### src/pkg/edpo_pkg.sv
// package for the encoder divided pulse output block: map, layouts, types
`default_nettype none
package edpo_pkg;
	// register offsets (byte addresses, one word each)
	localparam logic [4:0] EDPO_ADDR_CTRL = 5'h00;
	localparam logic [4:0] EDPO_ADDR_PULSES = 5'h04;
	localparam logic [4:0] EDPO_ADDR_LINRES = 5'h08;
	localparam logic [4:0] EDPO_ADDR_ENCRES = 5'h0C;
	localparam logic [4:0] EDPO_ADDR_PITCH = 5'h10;
	localparam logic [4:0] EDPO_ADDR_STATUS = 5'h14;
	// control word bit positions
	localparam int EDPO_CTRL_DIR_BIT = 0;
	localparam int EDPO_CTRL_CBOTH_BIT = 1;
	localparam int EDPO_CTRL_LINEAR_BIT = 2;
	localparam int EDPO_CTRL_DUAL_BIT = 3;
	localparam int EDPO_CTRL_CNTDIR_BIT = 4;
	localparam int EDPO_CTRL_RESTART_BIT = 8;
	// reset values of the settings
	localparam logic [30:0] EDPO_PULSES_RST = 31'h0000_0800;
	localparam logic [12:0] EDPO_LINRES_RST = 13'h0014;
	localparam logic [31:0] EDPO_ENCRES_RST = 32'h0010_0000;
	localparam logic [31:0] EDPO_PITCH_RST = 32'h0000_1000;
	// quadrature edges per output pulse, as a shift
	localparam int EDPO_EDGE_SHIFT = 2;
	// origin offset in both-direction mode: divider modulus (pitch or counts per revolution) shifted right by this
	localparam int EDPO_EIGHTH_SHIFT = 3;
	// origin pulse width in divided edges (one phase-A high time)
	localparam logic [1:0] EDPO_C_WIDTH = 2'h2;

	// configuration applied at restart
	typedef struct packed {
		logic dir_sel;          // reversed movement direction
		logic c_both;           // origin pulses in both directions
		logic linear;           // linear motor / scale
		logic dual_origin;      // scale with direction-dependent mark
		logic count_dir_mode;   // origin follows scale count direction
		logic [30:0] pulses;    // output pulses per revolution
		logic [12:0] linres;    // output edges per scale pitch
		logic [31:0] encres;    // internal counts per revolution
		logic [31:0] pitchres;  // internal counts per scale pitch
	} edpo_cfg_t;

	// internal encoder events, same clock domain
	typedef struct packed {
		logic step;        // one internal position count
		logic count_up;    // raw scale count direction
		logic origin;      // origin mark seen
		logic origin_alt;  // second mark position of some scales
	} edpo_enc_t;

	// output pin group, true and inverted lines
	typedef struct packed {
		logic a;
		logic a_n;
		logic b;
		logic b_n;
		logic c;
		logic c_n;
	} edpo_pins_t;

	// whole state of the block
	typedef struct packed {
		edpo_cfg_t cfg_sh;   // written settings, not yet active
		edpo_cfg_t cfg_act;  // settings in force
		logic [31:0] acc;    // divider remainder
		logic [1:0] q;       // quadrature position index
		logic armed;         // forward origin crossing seen
		logic [1:0] c_cnt;   // edges left in origin pulse
		logic pend;          // delayed origin pending
		logic pend_fwd;      // direction of the pending origin
		logic [31:0] off_cnt; // counts left before delayed origin
		logic [31:0] rdata;  // read data register
		edpo_pins_t pins;    // registered outputs
	} edpo_state_t;
endpackage : edpo_pkg
`default_nettype wire

### src/rtl/edpo_top.sv
// encoder divided pulse output: quadrature A/B and origin C generator
//
// Overview of operation
// - phases A and B a quarter cycle apart
// - forward B leads A, reverse A leads B
// - rotary: configured pulse count per revolution
// - linear: configured edges per scale pitch
// - one origin pulse per revolution
// - origin pulse as wide as phase A
// - reversed direction keeps the phase relationship
// - origin direction select, applied at restart
// - both-direction origin pulse may be narrower
// - both-direction origin shifted one eighth pitch (one eighth revolution when rotary)
// - dual-mark scales give origin at two positions
// - first origin only on forward crossing
// - divide internal counts by output pulse count
`default_nettype none
module edpo_top (
	input wire logic mclk,
	input wire logic rst,
	input wire logic clk_en,
	input wire edpo_pkg::edpo_enc_t enc,
	input wire logic [4:0] addr,
	input wire logic [31:0] wdata,
	input wire logic wr,
	input wire logic rd,
	output logic [31:0] rdata,
	output logic phase_a_out,
	output logic phase_a_out_n,
	output logic phase_b_out,
	output logic phase_b_out_n,
	output logic origin_pulse_out,
	output logic origin_pulse_out_n
);

	// quadrature index to {A,B}: 0->00 1->01 2->11 3->10
	function automatic logic [1:0] edpo_gray(input logic [1:0] idx);
		edpo_gray = {idx[1], idx[1] ^ idx[0]};
	endfunction : edpo_gray

	// drive all six pins from one quadrature index and origin level
	function automatic edpo_pkg::edpo_pins_t edpo_pack(
		input logic [1:0] idx,
		input logic c
	);
		logic [1:0] ab;
		ab = edpo_gray(idx);
		edpo_pack.a = ab[1];
		edpo_pack.a_n = ~ab[1];
		edpo_pack.b = ab[0];
		edpo_pack.b_n = ~ab[0];
		edpo_pack.c = c;
		edpo_pack.c_n = ~c;
	endfunction : edpo_pack

	// settings as they stand after reset
	function automatic edpo_pkg::edpo_cfg_t edpo_cfg_rst();
		edpo_cfg_rst.dir_sel = 1'b0;
		edpo_cfg_rst.c_both = 1'b0;
		edpo_cfg_rst.linear = 1'b0;
		edpo_cfg_rst.dual_origin = 1'b0;
		edpo_cfg_rst.count_dir_mode = 1'b0;
		edpo_cfg_rst.pulses = edpo_pkg::EDPO_PULSES_RST;
		edpo_cfg_rst.linres = edpo_pkg::EDPO_LINRES_RST;
		edpo_cfg_rst.encres = edpo_pkg::EDPO_ENCRES_RST;
		edpo_cfg_rst.pitchres = edpo_pkg::EDPO_PITCH_RST;
	endfunction : edpo_cfg_rst

	// reset image of the whole state
	function automatic edpo_pkg::edpo_state_t edpo_state_rst();
		edpo_state_rst.cfg_sh = edpo_cfg_rst();
		edpo_state_rst.cfg_act = edpo_cfg_rst();
		edpo_state_rst.acc = 32'h0000_0000;
		edpo_state_rst.q = 2'h0;
		edpo_state_rst.armed = 1'b0;
		edpo_state_rst.c_cnt = 2'h0;
		edpo_state_rst.pend = 1'b0;
		edpo_state_rst.pend_fwd = 1'b0;
		edpo_state_rst.off_cnt = 32'h0000_0000;
		edpo_state_rst.rdata = 32'h0000_0000;
		edpo_state_rst.pins = edpo_pack(2'h0, 1'b0);
	endfunction : edpo_state_rst

	// current and next state
	edpo_pkg::edpo_state_t st_ff;
	edpo_pkg::edpo_state_t nxt_st;

	// divider step size and modulus, widened to avoid overflow
	logic [32:0] div_inc;
	logic [32:0] div_mod;
	logic [32:0] div_sum;
	// motion sense seen by the phases and by the origin logic
	logic motion_fwd;
	logic org_fwd;
	logic org_hit;
	logic org_ok;
	// one divided quadrature edge this cycle and its direction
	logic div_edge;
	logic div_fwd;
	// origin pulse start request
	logic c_fire;

	// the whole block is one state struct: every branch below edits nxt_st or a temporary
	// that is set on every pass, so a missed assignment keeps the old value, never a latch
	// encoder events come from logic on mclk, so nothing is synchronised;
	// a pin-level encoder would need two flip-flops in front of enc
	// next-state logic: bus, divider, quadrature, origin
	always_comb begin
		nxt_st = st_ff;
		div_edge = 1'b0;
		div_fwd = 1'b0;
		c_fire = 1'b0;
		div_sum = 33'h0_0000_0000;
		nxt_st.rdata = 32'h0000_0000;

		// a read that lands while clk_en is low is lost, so the master
		// keeps the enable high for its bus cycles
		// register reads; unmapped offsets read zero
		if (rd) begin
			case (addr)
				edpo_pkg::EDPO_ADDR_CTRL: begin
					nxt_st.rdata[edpo_pkg::EDPO_CTRL_DIR_BIT] =
						st_ff.cfg_sh.dir_sel;
					nxt_st.rdata[edpo_pkg::EDPO_CTRL_CBOTH_BIT] =
						st_ff.cfg_sh.c_both;
					nxt_st.rdata[edpo_pkg::EDPO_CTRL_LINEAR_BIT] =
						st_ff.cfg_sh.linear;
					nxt_st.rdata[edpo_pkg::EDPO_CTRL_DUAL_BIT] =
						st_ff.cfg_sh.dual_origin;
					nxt_st.rdata[edpo_pkg::EDPO_CTRL_CNTDIR_BIT] =
						st_ff.cfg_sh.count_dir_mode;
				end
				edpo_pkg::EDPO_ADDR_PULSES: begin
					nxt_st.rdata = {1'b0, st_ff.cfg_sh.pulses};
				end
				edpo_pkg::EDPO_ADDR_LINRES: begin
					nxt_st.rdata = {19'h0_0000, st_ff.cfg_sh.linres};
				end
				edpo_pkg::EDPO_ADDR_ENCRES: begin
					nxt_st.rdata = st_ff.cfg_sh.encres;
				end
				edpo_pkg::EDPO_ADDR_PITCH: begin
					nxt_st.rdata = st_ff.cfg_sh.pitchres;
				end
				edpo_pkg::EDPO_ADDR_STATUS: begin
					// live state: index, arm flag, origin, pending
					nxt_st.rdata = {27'h000_0000, st_ff.pend,
						st_ff.pins.c, st_ff.armed, st_ff.q};
				end
				default: begin
					nxt_st.rdata = 32'h0000_0000;
				end
			endcase
		end

		// writes other than a restart never touch the live settings, so a half-written
		// configuration cannot reach the pins
		// settings land in the shadow copy only; they act after restart
		if (wr) begin
			case (addr)
				edpo_pkg::EDPO_ADDR_CTRL: begin
					nxt_st.cfg_sh.dir_sel =
						wdata[edpo_pkg::EDPO_CTRL_DIR_BIT];
					nxt_st.cfg_sh.c_both =
						wdata[edpo_pkg::EDPO_CTRL_CBOTH_BIT];
					nxt_st.cfg_sh.linear =
						wdata[edpo_pkg::EDPO_CTRL_LINEAR_BIT];
					nxt_st.cfg_sh.dual_origin =
						wdata[edpo_pkg::EDPO_CTRL_DUAL_BIT];
					nxt_st.cfg_sh.count_dir_mode =
						wdata[edpo_pkg::EDPO_CTRL_CNTDIR_BIT];
				end
				edpo_pkg::EDPO_ADDR_PULSES: begin
					nxt_st.cfg_sh.pulses = wdata[30:0];
				end
				edpo_pkg::EDPO_ADDR_LINRES: begin
					nxt_st.cfg_sh.linres = wdata[12:0];
				end
				edpo_pkg::EDPO_ADDR_ENCRES: begin
					nxt_st.cfg_sh.encres = wdata;
				end
				edpo_pkg::EDPO_ADDR_PITCH: begin
					nxt_st.cfg_sh.pitchres = wdata;
				end
				default: begin
					// read-only or unmapped: write ignored
				end
			endcase
		end

		// rotary: 4 edges per output pulse over counts per revolution
		// linear: edges per pitch over counts per pitch
		if (st_ff.cfg_act.linear) begin
			div_inc = {20'h0_0000, st_ff.cfg_act.linres};
			div_mod = {1'b0, st_ff.cfg_act.pitchres};
		end else begin
			div_inc = {st_ff.cfg_act.pulses, 2'h0};
			div_mod = {1'b0, st_ff.cfg_act.encres};
		end
		// limitation: a zero modulus stops the divider entirely, so
		// software writes a nonzero count before the restart
		// the clamp keeps one edge per count at most, traded for a
		// slower output when the edges asked for (four per pulse) exceed the counts
		// never more than one edge per count, so no state is skipped
		if (div_inc > div_mod) begin
			div_inc = div_mod;
		end

		// direction select flips the count sense, not the pattern
		motion_fwd = enc.count_up ^ st_ff.cfg_act.dir_sel;

		// fractional divider: remainder stays in [0, modulus)
		if (enc.step && (div_mod != 33'h0_0000_0000)) begin
			if (motion_fwd) begin
				div_sum = {1'b0, st_ff.acc} + div_inc;
				if (div_sum >= div_mod) begin
					div_sum = div_sum - div_mod;
					div_edge = 1'b1;
					div_fwd = 1'b1;
				end
			end else begin
				if ({1'b0, st_ff.acc} >= div_inc) begin
					div_sum = {1'b0, st_ff.acc} - div_inc;
				end else begin
					div_sum = {1'b0, st_ff.acc} + div_mod - div_inc;
					div_edge = 1'b1;
				end
			end
			nxt_st.acc = div_sum[31:0];
		end

		// a count that rolls the divider moves the index by exactly one,
		// whichever way it went
		// one gray step per divided edge: forward makes B lead
		if (div_edge) begin
			if (div_fwd) begin
				nxt_st.q = st_ff.q + 2'h1;
			end else begin
				nxt_st.q = st_ff.q - 2'h1;
			end
		end

		// origin pulse ages by divided edges, so it tracks phase A width
		if (div_edge && (st_ff.c_cnt != 2'h0)) begin
			nxt_st.c_cnt = st_ff.c_cnt - 2'h1;
		end

		// forward-only mode on count-sense scales ignores dir select
		if (st_ff.cfg_act.count_dir_mode && !st_ff.cfg_act.c_both) begin
			org_fwd = enc.count_up;
		end else begin
			org_fwd = motion_fwd;
		end
		// second mark of direction-dependent scales also counts
		org_hit = enc.origin ||
			(st_ff.cfg_act.dual_origin && enc.origin_alt);
		// first crossing must be forward; reverse only once armed
		org_ok = org_fwd || (st_ff.cfg_act.c_both && st_ff.armed);

		// the offset makes the both-direction pulse land elsewhere than
		// the forward-only one; a reversal inside the offset swallows
		// that origin altogether
		// delayed origin in both-direction mode: an eighth of the modulus later (pitch when linear, revolution when rotary)
		if (st_ff.pend && enc.step) begin
			if (motion_fwd != st_ff.pend_fwd) begin
				nxt_st.pend = 1'b0; // reversal before the offset: drop
			end else if (st_ff.off_cnt == 32'h0000_0000) begin
				nxt_st.pend = 1'b0;
				c_fire = 1'b1;
			end else begin
				nxt_st.off_cnt = st_ff.off_cnt - 32'h0000_0001;
			end
		end

		// new origin crossing, one per revolution of the encoder
		if (org_hit) begin
			if (org_fwd) begin
				nxt_st.armed = 1'b1;
			end
			if (org_ok) begin
				if (st_ff.cfg_act.c_both) begin
					nxt_st.pend = 1'b1;
					nxt_st.pend_fwd = motion_fwd;
					nxt_st.off_cnt = div_mod[31:0] >>
						edpo_pkg::EDPO_EIGHTH_SHIFT;
				end else begin
					c_fire = 1'b1;
				end
			end
		end

		// a new start beats the ageing above
		if (c_fire) begin
			nxt_st.c_cnt = edpo_pkg::EDPO_C_WIDTH;
		end

		// restart: settings take effect, origin tracking starts over
		if (wr && (addr == edpo_pkg::EDPO_ADDR_CTRL) &&
			wdata[edpo_pkg::EDPO_CTRL_RESTART_BIT]) begin
			nxt_st.cfg_act = nxt_st.cfg_sh;
			// the index is kept so the host count does not jump
			nxt_st.acc = 32'h0000_0000;
			// a forward crossing in this same cycle still arms
			nxt_st.armed = org_hit && org_fwd;
			// a pending offset belongs to the old settings: drop it
			nxt_st.pend = 1'b0;
			// a pulse starting in this cycle wins over the clear
			if (!c_fire) begin
				nxt_st.c_cnt = 2'h0;
			end
		end

		// both lines of a pair are registered together from one next-state value, so the
		// complement cannot lag its true line by a cycle
		// pins from the next index, true and inverted together
		nxt_st.pins = edpo_pack(nxt_st.q, nxt_st.c_cnt != 2'h0);
	end

	// reset beats the enable, so a frozen block can still be cleared
	// state register; clock enable low freezes everything
	always_ff @(posedge mclk) begin
		if (rst) begin
			st_ff <= edpo_state_rst();
		end else if (clk_en) begin
			st_ff <= nxt_st;
		end
	end

	// every pin is a flip-flop output, so the host sees no glitch when
	// the index and the origin level change in the same cycle
	// outputs straight from the registered pin group
	assign rdata = st_ff.rdata;
	assign phase_a_out = st_ff.pins.a;
	assign phase_a_out_n = st_ff.pins.a_n;
	assign phase_b_out = st_ff.pins.b;
	assign phase_b_out_n = st_ff.pins.b_n;
	assign origin_pulse_out = st_ff.pins.c;
	assign origin_pulse_out_n = st_ff.pins.c_n;

endmodule : edpo_top
`default_nettype wire

### config.mk
export PLATFORM = sky130hd
export DESIGN_NAME = edpo_top
export DESIGN_NICKNAME = d
export VERILOG_FILES = /design/src/pkg/edpo_pkg.sv /design/src/rtl/edpo_top.sv
export SDC_FILE = /design/constraint.sdc
export NUM_CORES = 1
export LEC_CHECK = 0
export BUFFER_PORTS_ARGS = -buffer_cell sky130_fd_sc_hd__buf_4
export CAP_MARGIN = 25
export CORE_ASPECT_RATIO = 1.1
export CORE_MARGIN = 3
export CORE_UTILIZATION = 45
export CTS_BUF_LIST = sky130_fd_sc_hd__clkbuf_16
export DETAILED_ROUTE_END_ITERATION = 10
export GPL_ROUTABILITY_DRIVEN = 1
export PLACE_DENSITY_LB_ADDON = 0.12
export SYNTH_ARGS = -nofsm -noshare
export SYNTH_HDL_FRONTEND = slang
export SYNTH_SLANG_ARGS = --single-unit
### constraint.sdc
create_clock -name mclk -period 11.5 [get_ports mclk]
set_clock_uncertainty 0.05 [all_clocks]
set_input_delay 1.725 -clock mclk [delete_from_list [all_inputs] [get_ports mclk]]
set_output_delay 1.725 -clock mclk [all_outputs]
set_load 0.005 [all_outputs]
### After elaboration in Yosys (flattened, before gate mapping)

Cells that the tools add are included.

| storage, ports and cells | value |
|---|---|
| word-level logic and storage cells | 126 |
| bits of input ports | 46 |
| register bits after elaboration | 335 |
| output and inout bits | 38 |

| cells by class | value |
|---|---|
| reductions and logical operators | 24 |
| equal/unequal tests | 6 |
| bitwise operators | 5 |
| add/subtract/negate cells | 9 |
| multiplexer cells | 47 |
| $lt $le $gt $ge | 3 |

Operators with widths:

| cell | number |
|---|---|
| $mux W32 | 12 |
| $mux W113 | 1 |
| $pmux W27 S4 | 1 |
| $mux W34 | 3 |
| $sub A32 B32 Y32 | 3 |
| $mux W33 | 2 |
| $add A32 B33 Y33 | 1 |
| $ge A32 B33 Y1 | 1 |
| $ge A33 B32 Y1 | 1 |
| $gt A33 B33 Y1 | 1 |
| $reduce_bool A33 Y1 | 1 |
| $add A32 B32 Y32 | 1 |
| $logic_not A32 Y1 | 1 |
| $sub A32 B1 Y32 const B | 1 |
| $mux W31 | 1 |
| $pmux W5 S6 | 1 |
| $mux W1 | 18 |
| $mux W13 | 1 |
| $eq A5 B4 Y1 const B | 2 |
| $eq A5 B5 Y1 const B | 2 |
| $mux W2 | 5 |
| $reduce_bool A2 Y1 | 5 |
| $logic_and A1 B1 Y1 | 9 |
| $eq A5 B3 Y1 const B | 1 |
| other kinds (13) | 19 |

### Longest topological paths before layout

Gate-level depths: netlist of run 1.

| depth | value |
|---|---|
| depth in word-level cells | 15 |
| gate-level depth with buffers | 43 |
| mapped depth without buffers | 36 |

### Worst setup path after synthesis of run 1

No wires, ideal clock.

| timing path | value |
|---|---|
| path type | reg2reg |
| from | reg st_ff[219] (netlist name) |
| to | reg st_ff, in the netlist origin_pulse_out |
| arrival | 8,040 ps |
| setup slack | 3,293 ps |
| buffers on the path | 7 |
| library setup time | 117 ps |
| required time | 11,333 ps |
| clock period less this slack | 8,207 ps |
| stages on the path, launching flop included | 39 |
| cells stage by stage | dfxtp_1 -> buf_2 -> buf_2 -> buf_1 -> mux2i_1 -> ha_1 -> a21o_1 -> a21o_1 -> a21o_1 -> a21oi_1 -> nor2b_1 -> o21ai_0 -> nand2b_1 -> a221oi_1 -> o21ai_0 -> o21ai_1 -> clkbuf_1 -> buf_2 -> [3 not listed] -> and3_1 -> a31oi_1 -> a2111o_1 -> nand3b_1 -> a21oi_1 -> o21a_1 -> o21bai_1 -> xor2_1 -> ha_1 -> clkbuf_1 -> nand4_1 -> or3_1 -> o211ai_1 -> o21ai_1 -> and2_1 -> nor3_2 -> mux2_1 -> o22a_1 |

| between the ends | value |
|---|---|
| longest elaborated chain between the ends | 14 |
| elaborated cells on any way between the ends | 19 |
| classes of those cells | 1 x add/sub; 3 x order compare; 11 x mux; 4 x reduce/logical |

Ends and longest elaborated chain:

| item | RTL line | source |
|---|---|---|
| start: declaration | edpo_top.sv:85 | `edpo_pkg::edpo_state_t st_ff;` |
| start signal: assignment | edpo_top.sv:323 | `st_ff <= edpo_state_rst();` |
| start signal: assignment | edpo_top.sv:325 | `st_ff <= nxt_st;` |
| $mux W33 / $mux W32 (equally long branches) | edpo_top.sv:193 | `if (st_ff.cfg_act.linear) begin` |
| $gt A33 B33 Y1 | edpo_top.sv:205 | `if (div_inc > div_mod) begin` |
| $mux W33 | edpo_top.sv:205 |  |
| $add A32 B33 Y33 | edpo_top.sv:215 | `div_sum = {1'b0, st_ff.acc} + div_inc;` |
| $ge A33 B32 Y1 | edpo_top.sv:216 | `if (div_sum >= div_mod) begin` |
| $mux W1 | edpo_top.sv:216 |  |
| $mux W1 | edpo_top.sv:214 | `if (motion_fwd) begin` |
| $mux W1 * | edpo_top.sv:213 | `if (enc.step && (div_mod != 33'h0_0000_0000)) begin` |
| $logic_and A1 B1 Y1 * | edpo_top.sv:244 | `if (div_edge && (st_ff.c_cnt != 2'h0)) begin` |
| $mux W2 * | edpo_top.sv:244 |  |
| $mux W2 * | edpo_top.sv:293 | `if (c_fire) begin` |
| $mux W2 | edpo_top.sv:308 | `if (!c_fire) begin` |
| $mux W4 * | edpo_top.sv:298 | `if (wr && (addr == edpo_pkg::EDPO_ADDR_CTRL) &&` |
| $reduce_bool A2 Y1 * | edpo_top.sv:316 | `nxt_st.pins = edpo_pack(nxt_st.q, nxt_st.c_cnt != 2'h0);` |

Mark *: on every way between the ends. The rest lies on a longest branch, timed or not.
A chain may end at the register's enable or synchronous reset.

### Final worst setup path of run 1

Ends and elaborated chain as after synthesis.

==> metrics, run 1 <==
vias in the first global route 22300; required time reported for the critical path endpoint roughly 12 ns; number of different library cells in the post-synthesis netlist a little under 100; cell with the most instances after synthesis nand2_1; startpoint of the most critical register-to-register path st_ff[219]; global router's overall resource usage 0.283; startpoint of the tightest hold check path st_ff[181]; synthesized area between 20000 and 25000 um^2; largest stage delay on the critical path ~0.96 ns; top sig layer met4; reg-to-reg critical path endpoint origin_pulse_out; startpoint kind of the worst setup timing path flip-flop; clock buffer count from CTS 39; part of the total power dissipated in combinational logic 0.610; number of I/O pins 84; fraction of layout cells with a size suffix above 1 0.0912; count of pins over their slew limit 0; count of input and output buffers 83; most area-hungry cell type in the Yosys netlist dfxtp_1; CTS Root Buffer Type clkbuf_16; initial antenna violation count 0; Power Dens Cells 239 nW/um^2; final RePlAce weighted congestion about 0.95; total negative slack for setup checks 0 ns; insertion delay of the later-clocked pin in the worst-skew pair about 0.57 ns; Die Wd 229 um; CTS tree yes; largest net degree at the start of global routing about 130; Post-CTS Hold Fix Bufs 0; die outline area roughly 58000 um^2; Peak VDD IR 211 uV; number of fill cells approximately 5300; Initial DRC Count ~2100; Gates resized, CTS repair 0; post-synthesis sequential element count about 330; Detailed Place HPWL 60000 um; leading cell types by total area after synthesis dfxtp_1 (27%), ha_1 (8.5%), nand2_1 (7.3%); count of yosys warnings during synthesis 0; Worst Hold Class reg -> reg; total number of H-tree levels 2; ratio of routed vias to standard cells ~6.1; global-route wire length before repair roughly 130000 um; proportion of power drawn by the clock network 0.186; via count of the routed design about 23000; routed wire length on met3 5420 um; commonest cells in the synthesized netlist nand2_1 (476), dfxtp_1 (334), a21oi_1 (316); routed metal-1 wire length between 30000 and 40000 um; maximum frequency from static timing analysis approximately 100 MHz; setup fix buffers added after clock tree synthesis 0; Total Power Consumption 6370 uW; setup slack after placement 1.48 ns; status finished clean; final worst path period share 0.871; worst endpoint data arrival time approximately 10 ns; synthesized net count around 3500; overall overflow remaining after global route 0; clock-pin slew on the worst setup and hold paths approximately 0.060 ns; area share of the largest cell type after synthesis 0.272; post-route minimum period 10.02 ns; slew of the pin with the lowest slew margin around 1.1 ns; die boundary height around 250 um; critical path fanouts, max 66; proportion of synthesized flip-flops having asynchronous set or reset 0; sink of the worst hold path st_ff[181]; Slowest-stage cell, CP dfxtp_4; sw power 2970 uW; most instantiated flip-flop cell in the synthesis netlist dfxtp_1; core box area between 50000 and 60000 um^2; number of nets in the layout approximately 3400; Post-DRT Antenna Nets 0; number of enable flip-flop cells after synthesis 0; area added between synthesis and finish 8.46%; worst-case clock buffer depth 3; endpoint type of the worst setup path flip-flop; worst reg2reg path depth 34; RSZ-0062 raised after global routing false; number of violations of the max-capacitance limit 0; Hold Path Depth 2; count of final hold-check violations 0; length of the first detailed-routing pass in iterations 6; smallest setup slack after layout 1.48 ns; Cell Int Power roughly 3400 uW; synthesized netlist cell count 3203; Starting Density 0.457; switching part of the total 0.467; count of clock tree sinks 334; setup slack of the most critical reg-to-reg path approximately 1.5 ns; Wirelength per Cell roughly 22 um; setup-violating endpoint count in the final report 0; register area share after synthesis 0.272; post-detailed-routing wire length between 80000 and 90000 um; met2 WL between 30000 and 40000 um; DRC viols 0; Row Count between 80 and 90; antenna diode count 0; reported leakage power a little over 0.01 uW; Setup Crit Path Kind reg -> reg; sequential cell fraction of total power 0.204; worst-case headroom to the max-slew limit 0.281; mean instance size in the synthesized netlist 7.69 um^2
## critical path: cells and delay by family, from the launching register on
| kind | cells | cell delay (ns) |
|---|---|---|
| compound gates | 14 | 3.44 |
| xor+xnor | 1 | 0.16 |
| fa+ha+maj | 3 | 1.24 |
| buf+inv | 1 | 0.40 |
| flops | 1 | 0.96 |
| mux | 3 | 1.37 |
| simple gates | 12 | 2.20 |
## sequential cells by signal, summed over array words and instances (netlist names)
register / flops
phase_b_out_n: 1
origin_pulse_out: 1
st_ff: 297
origin_pulse_out_n: 1
rdata: 32
phase_a_out_n: 1
phase_b_out: 1
## power groups by stage
stage                     Clock (uW)  Combinational [uW]  Sequential (uW)
after CTS                       1210                3840             1300
after global placement             0                3800             1320
final                           1190                3880             1300
after floorplan                    0                2950             1300
after global routing            1250                4290             1310
after detailed placement           0                3810             1320
## how the worst max path moves through the flow
stage / slack, ns / endpoint / cells after the start / from
after global routing: 0.89 / origin_pulse_out / 34 / st_ff[219]
after floorplan: 3.29 / origin_pulse_out / 38 / st_ff[219]
after CTS: 1.45 / origin_pulse_out / 34 / st_ff[219]
after detailed placement: 1.48 / origin_pulse_out / 34 / st_ff[219]
after global placement: 1.76 / origin_pulse_out / 34 / st_ff[219]
final: 1.48 / origin_pulse_out / 34 / st_ff[219]
## routing by layer
layer | vias up | GRT usage
li1 | 11300 | -
met1 | 11100 | 0.394
met2 | 894 | 0.457
met3 | 168 | 0.0304
met4 | 0 | 0.102
met5 | - | 0
## cells by family after synthesis
group	share of synthesized area
mux	0.0630
xor+xnor	0.0420
buf+inv	0.0608
fa+ha+maj	0.113
flops	0.272
compound gates	0.242
simple gates	0.208
## placed cells by master, fill, tap and decap left out, drive strengths merged, types with 14 or more instances in the layout
cell type | Yosys | routed
xnor2 | 86 | 86
xor2 | 32 | 32
or4 | 14 | 14
a21oi | 319 | 319
buf | 78 | 120
a31oi | 16 | 16
nand2b | 25 | 25
inv | 95 | 106
nor2 | 302 | 302
dfxtp | 334 | 334
nor3 | 52 | 52
o21a | 15 | 15
a21o | 45 | 45
o21bai | 24 | 24
o211ai | 26 | 26
ha | 168 | 168
nand4 | 20 | 20
nand3 | 135 | 135
fa | 34 | 34
o21ai | 141 | 141
nor2b | 39 | 39
nor4 | 18 | 18
or3 | 15 | 15
o22ai | 23 | 23
a211oi | 43 | 43
clkbuf | 175 | 39
a22oi | 55 | 55
mux2 | 55 | 55
nand2 | 476 | 476
a311oi | 94 | 94
mux2i | 93 | 93
## per-stage QoR
step           cell area (um^2)  hold slack, ns  cells  utilization
5_1_grt                   26700           0.428   3865        0.495
3_5_place_dp              25400           0.390   3794        0.472
2_1_floorplan             24600           0.377   3203            -
3_3_place_gp              25400           0.386   3792        0.471
6_report                  26700           0.398   3865        0.495
4_1_cts                   26600           0.398   3861        0.494
## layout make-up
class | instances | area, um^2 | area share
Inverter | 95 | 357 | 0.0134
Sequential cell | 334 | 6690 | 0.251
Multi-Input combinational cell | 2521 | 16600 | 0.620
Timing Repair Buffer | 120 | 997 | 0.0373
Clock inverter | 28 | 208 | 0.00778
Clock buffer | 39 | 976 | 0.0365
Tap cell | 728 | 911 | 0.0341
Power figures use the tool's default switching activity.
==> run 2, diff against run 1 <==
CORE_ASPECT_RATIO = 1.25   (was 1.1)
clock period = 12.47 ns   (was 11.5 ns; I/O delays follow)
==> metrics, run 2 (synthesis results as in run 1) <==
Final Util 0.494 (-0.00113); Worst Hold Class reg -> reg; Post-DRT Antenna Nets 0 (unchanged); RSZ-0062 raised after global routing false; sink of the worst hold path st_ff[333]; insertion delay of the later-clocked pin in the worst-skew pair 0.57 ns (about the same); via count of the routed design 23600 (+0.79%); Power Dens Cells 222 nW/um^2 (-7.0%); Row Count 95 (+6.7%); non-filler instance count after layout 3866 (+0.026%); minimum hold slack 0.407 ns (+0.00858 ns); startpoint of the most critical register-to-register path st_ff[219]; count of pins over their slew limit 0 (unchanged); Die Wd 215 um (-6.0%); register ranked first by flip-flop count st_ff; total number of H-tree levels 2 (unchanged); startpoint of the tightest hold check path st_ff[333]; count of final hold-check violations 0 (unchanged); Placed Cells 3794 (unchanged); largest stage delay on the critical path 0.85 ns (-0.11 ns); setup fix buffers added after clock tree synthesis 0 (unchanged); required time reported for the critical path endpoint 12.88 ns (+0.98 ns); max FFs per register 297 (unchanged); slew of the pin with the lowest slew margin 1.08 ns (+0.00708 ns); initial antenna violation count 1 (+1); top library cells by usage in the layout, fill and taps aside nand2_1 (472), dfxtp_1 (333), a21oi_1 (316); post-detailed-routing wire length 85300 um (+0.96%); ratio of routed vias to standard cells 6.11 (+0.76%); worst reg2reg path depth 34 (unchanged); endpoint type of the worst setup path flip-flop; die outline area 57600 um^2 (about the same); reported leakage power 0.0101 uW (about the same); Starting Density 0.456 (-0.000572); most common cell after layout, fill and taps aside nand2_1; reg-to-reg critical path endpoint origin_pulse_out; post-route minimum period 10.15 ns (+0.131 ns); CTS Root Buffer Type clkbuf_16; count of clock tree sinks 334 (unchanged); startpoint kind of the worst setup timing path flip-flop; Wirelength per Cell 22.1 um (+0.93%); status finished clean; Setup crit start st_ff[219]; global-route wire length before repair 132000 um (+0.82%); count of input and output buffers 83 (unchanged); core box area 54000 um^2 (+0.13%); length of the first detailed-routing pass in iterations 6 (unchanged); Slowest-stage cell, CP dfxtp_4; area added between synthesis and finish 8.34%; final RePlAce weighted congestion 1.02 (+7.5%); setup slack of the most critical reg-to-reg path 2.32 ns (+0.84 ns); DRC viols 0 (unchanged); setup-violating endpoint count in the final report 0 (unchanged); worst-case headroom to the max-slew limit 0.277 (-0.00385); number of I/O pins 84 (unchanged); die boundary height 268 um (+6.4%); final worst path period share 0.814 (-0.0573); maximum frequency from static timing analysis 98.6 MHz (-1.3%); worst-case clock buffer depth 3 (unchanged); clock-pin slew on the worst setup and hold paths 0.06 ns (about the same); number of violations of the max-capacitance limit 0 (unchanged); Hold Path Depth 2 (unchanged); Total Power Consumption 5920 uW (-7.1%); Post-CTS Hold Fix Bufs 0 (unchanged); total negative slack for setup checks 0 ns (unchanged); Gates resized, CTS repair 0 (unchanged); cell occurring most often along the worst timing path a21oi_1; overall overflow remaining after global route 0 (unchanged); Detailed Place HPWL 61100 um (+1.8%); largest net degree at the start of global routing 130 (-0.76%); clock buffer count from CTS 38 (-2.6%); CTS tree yes; Initial DRC Count 2251 (+9.8%); number of nets in the layout 3357 (-0.060%); global router's overall resource usage 0.286 (+0.00240); critical path fanouts, max 57 (-14%); vias in the first global route 22800 (+2.3%); Setup Crit Path Kind reg -> reg; worst endpoint data arrival time 10.56 ns (+0.15 ns); fraction of layout cells with a size suffix above 1 0.0918 (+0.000608); Peak VDD IR 279 uV (+33%)
## run 2: area by class of cell
type	instances	area, um^2
Multi-Input combinational cell	2521	16600
Timing Repair Buffer	119	957
Antenna cell	1	2.50
Inverter	95	357
Tap cell	727	910
Sequential cell	334	6690
Clock inverter	31	244
Clock buffer	38	951
Fill cell	5350	27300
## run 2: how the worst max path moves through the flow
stage / end / slack, ns
after floorplan: origin_pulse_out / 4.26
after detailed placement: origin_pulse_out / 2.52
final: origin_pulse_out / 2.32
after global routing: st_ff[94] / 1.68
after global placement: origin_pulse_out / 2.58
after CTS: origin_pulse_out / 2.46
## run 2: critical path, delay by kind of cell (launching register included)
kind / cells / cell delay, ns
compound gates: 16 / 3.66
simple gates: 10 / 2.03
mux: 3 / 1.33
fa+ha+maj: 3 / 1.26
flops: 1 / 0.85
buf+inv: 1 / 0.66
xor+xnor: 1 / 0.18
## run 2: where the power goes
group | leakage (uW) | internal, uW | switching, uW
Sequential | 0.00270 | 1120 | 77.6
Combinational | 0.00676 | 1420 | 2200
Clock | 0.000620 | 605 | 496
Total | 0.0101 | 3150 | 2770
## run 2: metal layers
metal  up-vias  share of wire  GRT usage  wire [um]
li1      11300              -          -          -
met1     11400           0.44      0.372      37400
met2       787           0.47      0.489      40000
met3       151          0.052     0.0284       4430
met4         0          0.041      0.113       3470
met5         -              0          0          0
## run 2: metrics by stage
step,worst slack (ns),cell area [um^2]
after floorplan,4.26,24600
after global placement,2.58,25400
after detailed placement,2.52,25400
after CTS,2.46,26600
after global routing,1.68,26700
final,2.32,26700
==> run 3, diff against run 2 <==
ABC_AREA = 1   (was unset)
clock period = 10 ns   (was 12.47 ns; I/O delays follow)
==> metrics, run 3 <==
number of enable flip-flop cells after synthesis 0 (unchanged); die boundary height 279 um (+4.1%); top library cells by usage in the layout, fill and taps aside nand2_1 (1016), inv_1 (623), a21oi_1 (387); insertion delay of the later-clocked pin in the worst-skew pair 0.56 ns (about the same); Post-DRT Antenna Nets 0 (unchanged); largest stage delay on the critical path 0.73 ns (-0.12 ns); Gates resized, CTS repair 0 (unchanged); slew of the pin with the lowest slew margin 1.09 ns (+0.00475 ns); count of pins over their slew limit 0 (unchanged); synthesized area 26700 um^2 (+8.6%); Worst Hold Class reg -> reg; worst-case headroom to the max-slew limit 0.272 (-0.00508); worst endpoint data arrival time 9.40 ns (-1.16 ns); commonest cells in the synthesized netlist nand2_1 (1019), inv_1 (617), a21oi_1 (387); initial antenna violation count 0 (-1); critical path fanouts, max 55 (-3.5%); synthesized netlist cell count 4200 (+31%); overall overflow remaining after global route 0 (unchanged); most common cell after layout, fill and taps aside nand2_1; Post-CTS Hold Fix Bufs 0 (unchanged); max FFs per register 297 (unchanged); count of input and output buffers 83 (unchanged); count of final hold-check violations 0 (unchanged); clock buffer count from CTS 36 (-5.3%); CTS tree yes; largest net degree at the start of global routing 99 (-24%); Peak VDD IR 233 uV (-17%); area share of the largest cell type after synthesis 0.250 (-0.0215); global router's overall resource usage 0.330 (+0.0442); antenna diode count 0 (-1); total number of H-tree levels 2 (unchanged); startpoint kind of the worst setup timing path flip-flop; setup-violating endpoint count in the final report 0 (unchanged); post-synthesis sequential element count 334 (unchanged); fraction of layout cells with a size suffix above 1 0.0603 (-0.0315); leading cell types by total area after synthesis dfxtp_1 (25%), nand2_1 (14%), inv_1 (8.7%); mean instance size in the synthesized netlist 6.37 um^2 (-17%); part of the total power dissipated in combinational logic 0.685 (+0.073); endpoint type of the worst setup path flip-flop; status finished clean; sw power 5230 uW (+89%); switching part of the total 0.557 (+0.0882); proportion of synthesized flip-flops having asynchronous set or reset 0 (unchanged); Slowest-stage cell, CP dfxtp_4; worst-case clock buffer depth 3 (unchanged); count of yosys warnings during synthesis 0 (unchanged); count of clock tree sinks 334 (unchanged); non-filler instance count after layout 4919 (+27%); CTS Root Buffer Type clkbuf_16; most instantiated flip-flop cell in the synthesis netlist dfxtp_1; vias in the first global route 27000 (+18%); register ranked first by flip-flop count st_ff; cell occurring most often along the worst timing path nand2_1; synthesized net count 4448 (+29%); Power Dens Cells 325 nW/um^2 (+47%); Placed Cells 4851 (+28%); number of nets in the layout 4382 (+31%); setup fix buffers added after clock tree synthesis 0 (unchanged); ratio of routed vias to standard cells 5.61 (-8.1%); Row Count 99 (+4.2%); Setup Crit Path Kind reg -> reg; reported leakage power 0.0137 uW (+36%); via count of the routed design 27600 (+17%); RSZ-0062 raised after global routing false; Detailed Place HPWL 81300 um (+33%); total negative slack for setup checks 0 ns (unchanged); core box area 58600 um^2 (+8.6%); number of violations of the max-capacitance limit 0 (unchanged); cell with the most instances after synthesis nand2_1; Cell Int Power 4170 uW (+32%); required time reported for the critical path endpoint 10.37 ns (-2.51 ns); proportion of power drawn by the clock network 0.151 (-0.035); register area share after synthesis 0.250 (-0.0215); clock-pin slew on the worst setup and hold paths 0.07 ns (about the same); Starting Density 0.456 (about the same); global-route wire length before repair 159000 um (+21%); post-route minimum period 9.04 ns (-1.11 ns); area added between synthesis and finish 7.96%; number of fill cells 6293 (+18%); sequential cell fraction of total power 0.164 (-0.038); post-detailed-routing wire length 105000 um (+24%); final worst path period share 0.904 (+0.0901); DRC viols 0 (unchanged); Die Wd 224 um (+4.1%); length of the first detailed-routing pass in iterations 6 (unchanged); number of I/O pins 84 (unchanged); maximum frequency from static timing analysis 111 MHz (+12%); most area-hungry cell type in the Yosys netlist dfxtp_1; Wirelength per Cell 21.4 um (-2.9%); final RePlAce weighted congestion 1.03 (+0.62%); die outline area 62400 um^2 (+8.4%); Initial DRC Count 2092 (-7.1%); number of different library cells in the post-synthesis netlist 53 (-46%)
run 3: cell count changes after synthesis, moves of 39 or more:
cell and delta:
nor2_1 +39, o21ai_0 +167, o211ai_1 +119, a311oi_1 -94, a22oi_1 -54, mux2i_1 -89
inv_1 +523, xnor2_1 -56, nor2b_1 -39, nand2_1 +543, nand3_1 +47, mux2_2 -54
a21oi_1 +71
run 3: path summary, 6_finish.rpt:
kind	startpoint	end	slack, ns	depth (start not counted)
setup / recovery	st_ff[219]	st_ff[94]	0.96	39
hold / removal	st_ff[126]	st_ff[126]	0.40	2
setup reg to reg	st_ff[219]	st_ff[94]	0.96	39
hold reg to reg	st_ff[126]	st_ff[126]	0.40	2
run 3: cell type report:
type | instances | area, um^2 | area share
sequential | 334 | 6690 | 0.232
clock buffer | 37 | 926 | 0.0321
tap | 757 | 947 | 0.0328
timing repair buffer | 121 | 951 | 0.0329
inverter | 629 | 2370 | 0.0821
multi-input combinational | 3012 | 16700 | 0.578
clock inverter | 29 | 309 | 0.0107
run 3: power by group through the flow:
| stage | combinational (uW) | sequential, uW | clock [uW] |
|---|---|---|---|
| after floorplan | 4210 | 1540 | 0 |
| final | 6440 | 1540 | 1420 |
| after global placement | 6350 | 1570 | 0 |
| after CTS | 6320 | 1540 | 1450 |
| after global routing | 7020 | 1550 | 1490 |
| after detailed placement | 6290 | 1570 | 0 |
run 3: kinds of logic after synthesis:
kind of cell,after synthesis,share of synthesized area
and+or+nand+nor,1670,0.255
adders and majority gates,202,0.104
AOI/OAI and AO/OA,1040,0.230
DFF,334,0.250
buffers and inverters,854,0.128
xor gates and xnor gates,96,0.0314
muxes,4,0.00150
run 3: per-stage QoR:
stage                     cell area (um^2)  total power, uW  hold WS, ns  setup WS (ns)  utilization
final                                28900             9400        0.404          0.962        0.493
after floorplan                      26700             5740        0.379           3.57            -
after CTS                            28800             9300        0.405           1.03        0.492
after global routing                 28900            10100        0.425         0.0854        0.493
after global placement               27600             7920        0.391           1.19        0.471
after detailed placement             27600             7850        0.396           1.09        0.471
run 3: layer usage:
metal  part of all wire  global-route usage
met5                  0                   0
met4              0.074               0.206
met3              0.053              0.0330
met2               0.47               0.570
met1               0.40               0.392
run 3: critical path: cells and delay by family (launching register included):
kind                       cells  cell delay (ns)
DFF                            1             0.73
buffers and inverters          4             1.36
and+or+nand+nor               23             3.65
AOI/OAI and AO/OA              7             1.72
adders and majority gates      4             1.23
xor gates and xnor gates       1             0.08
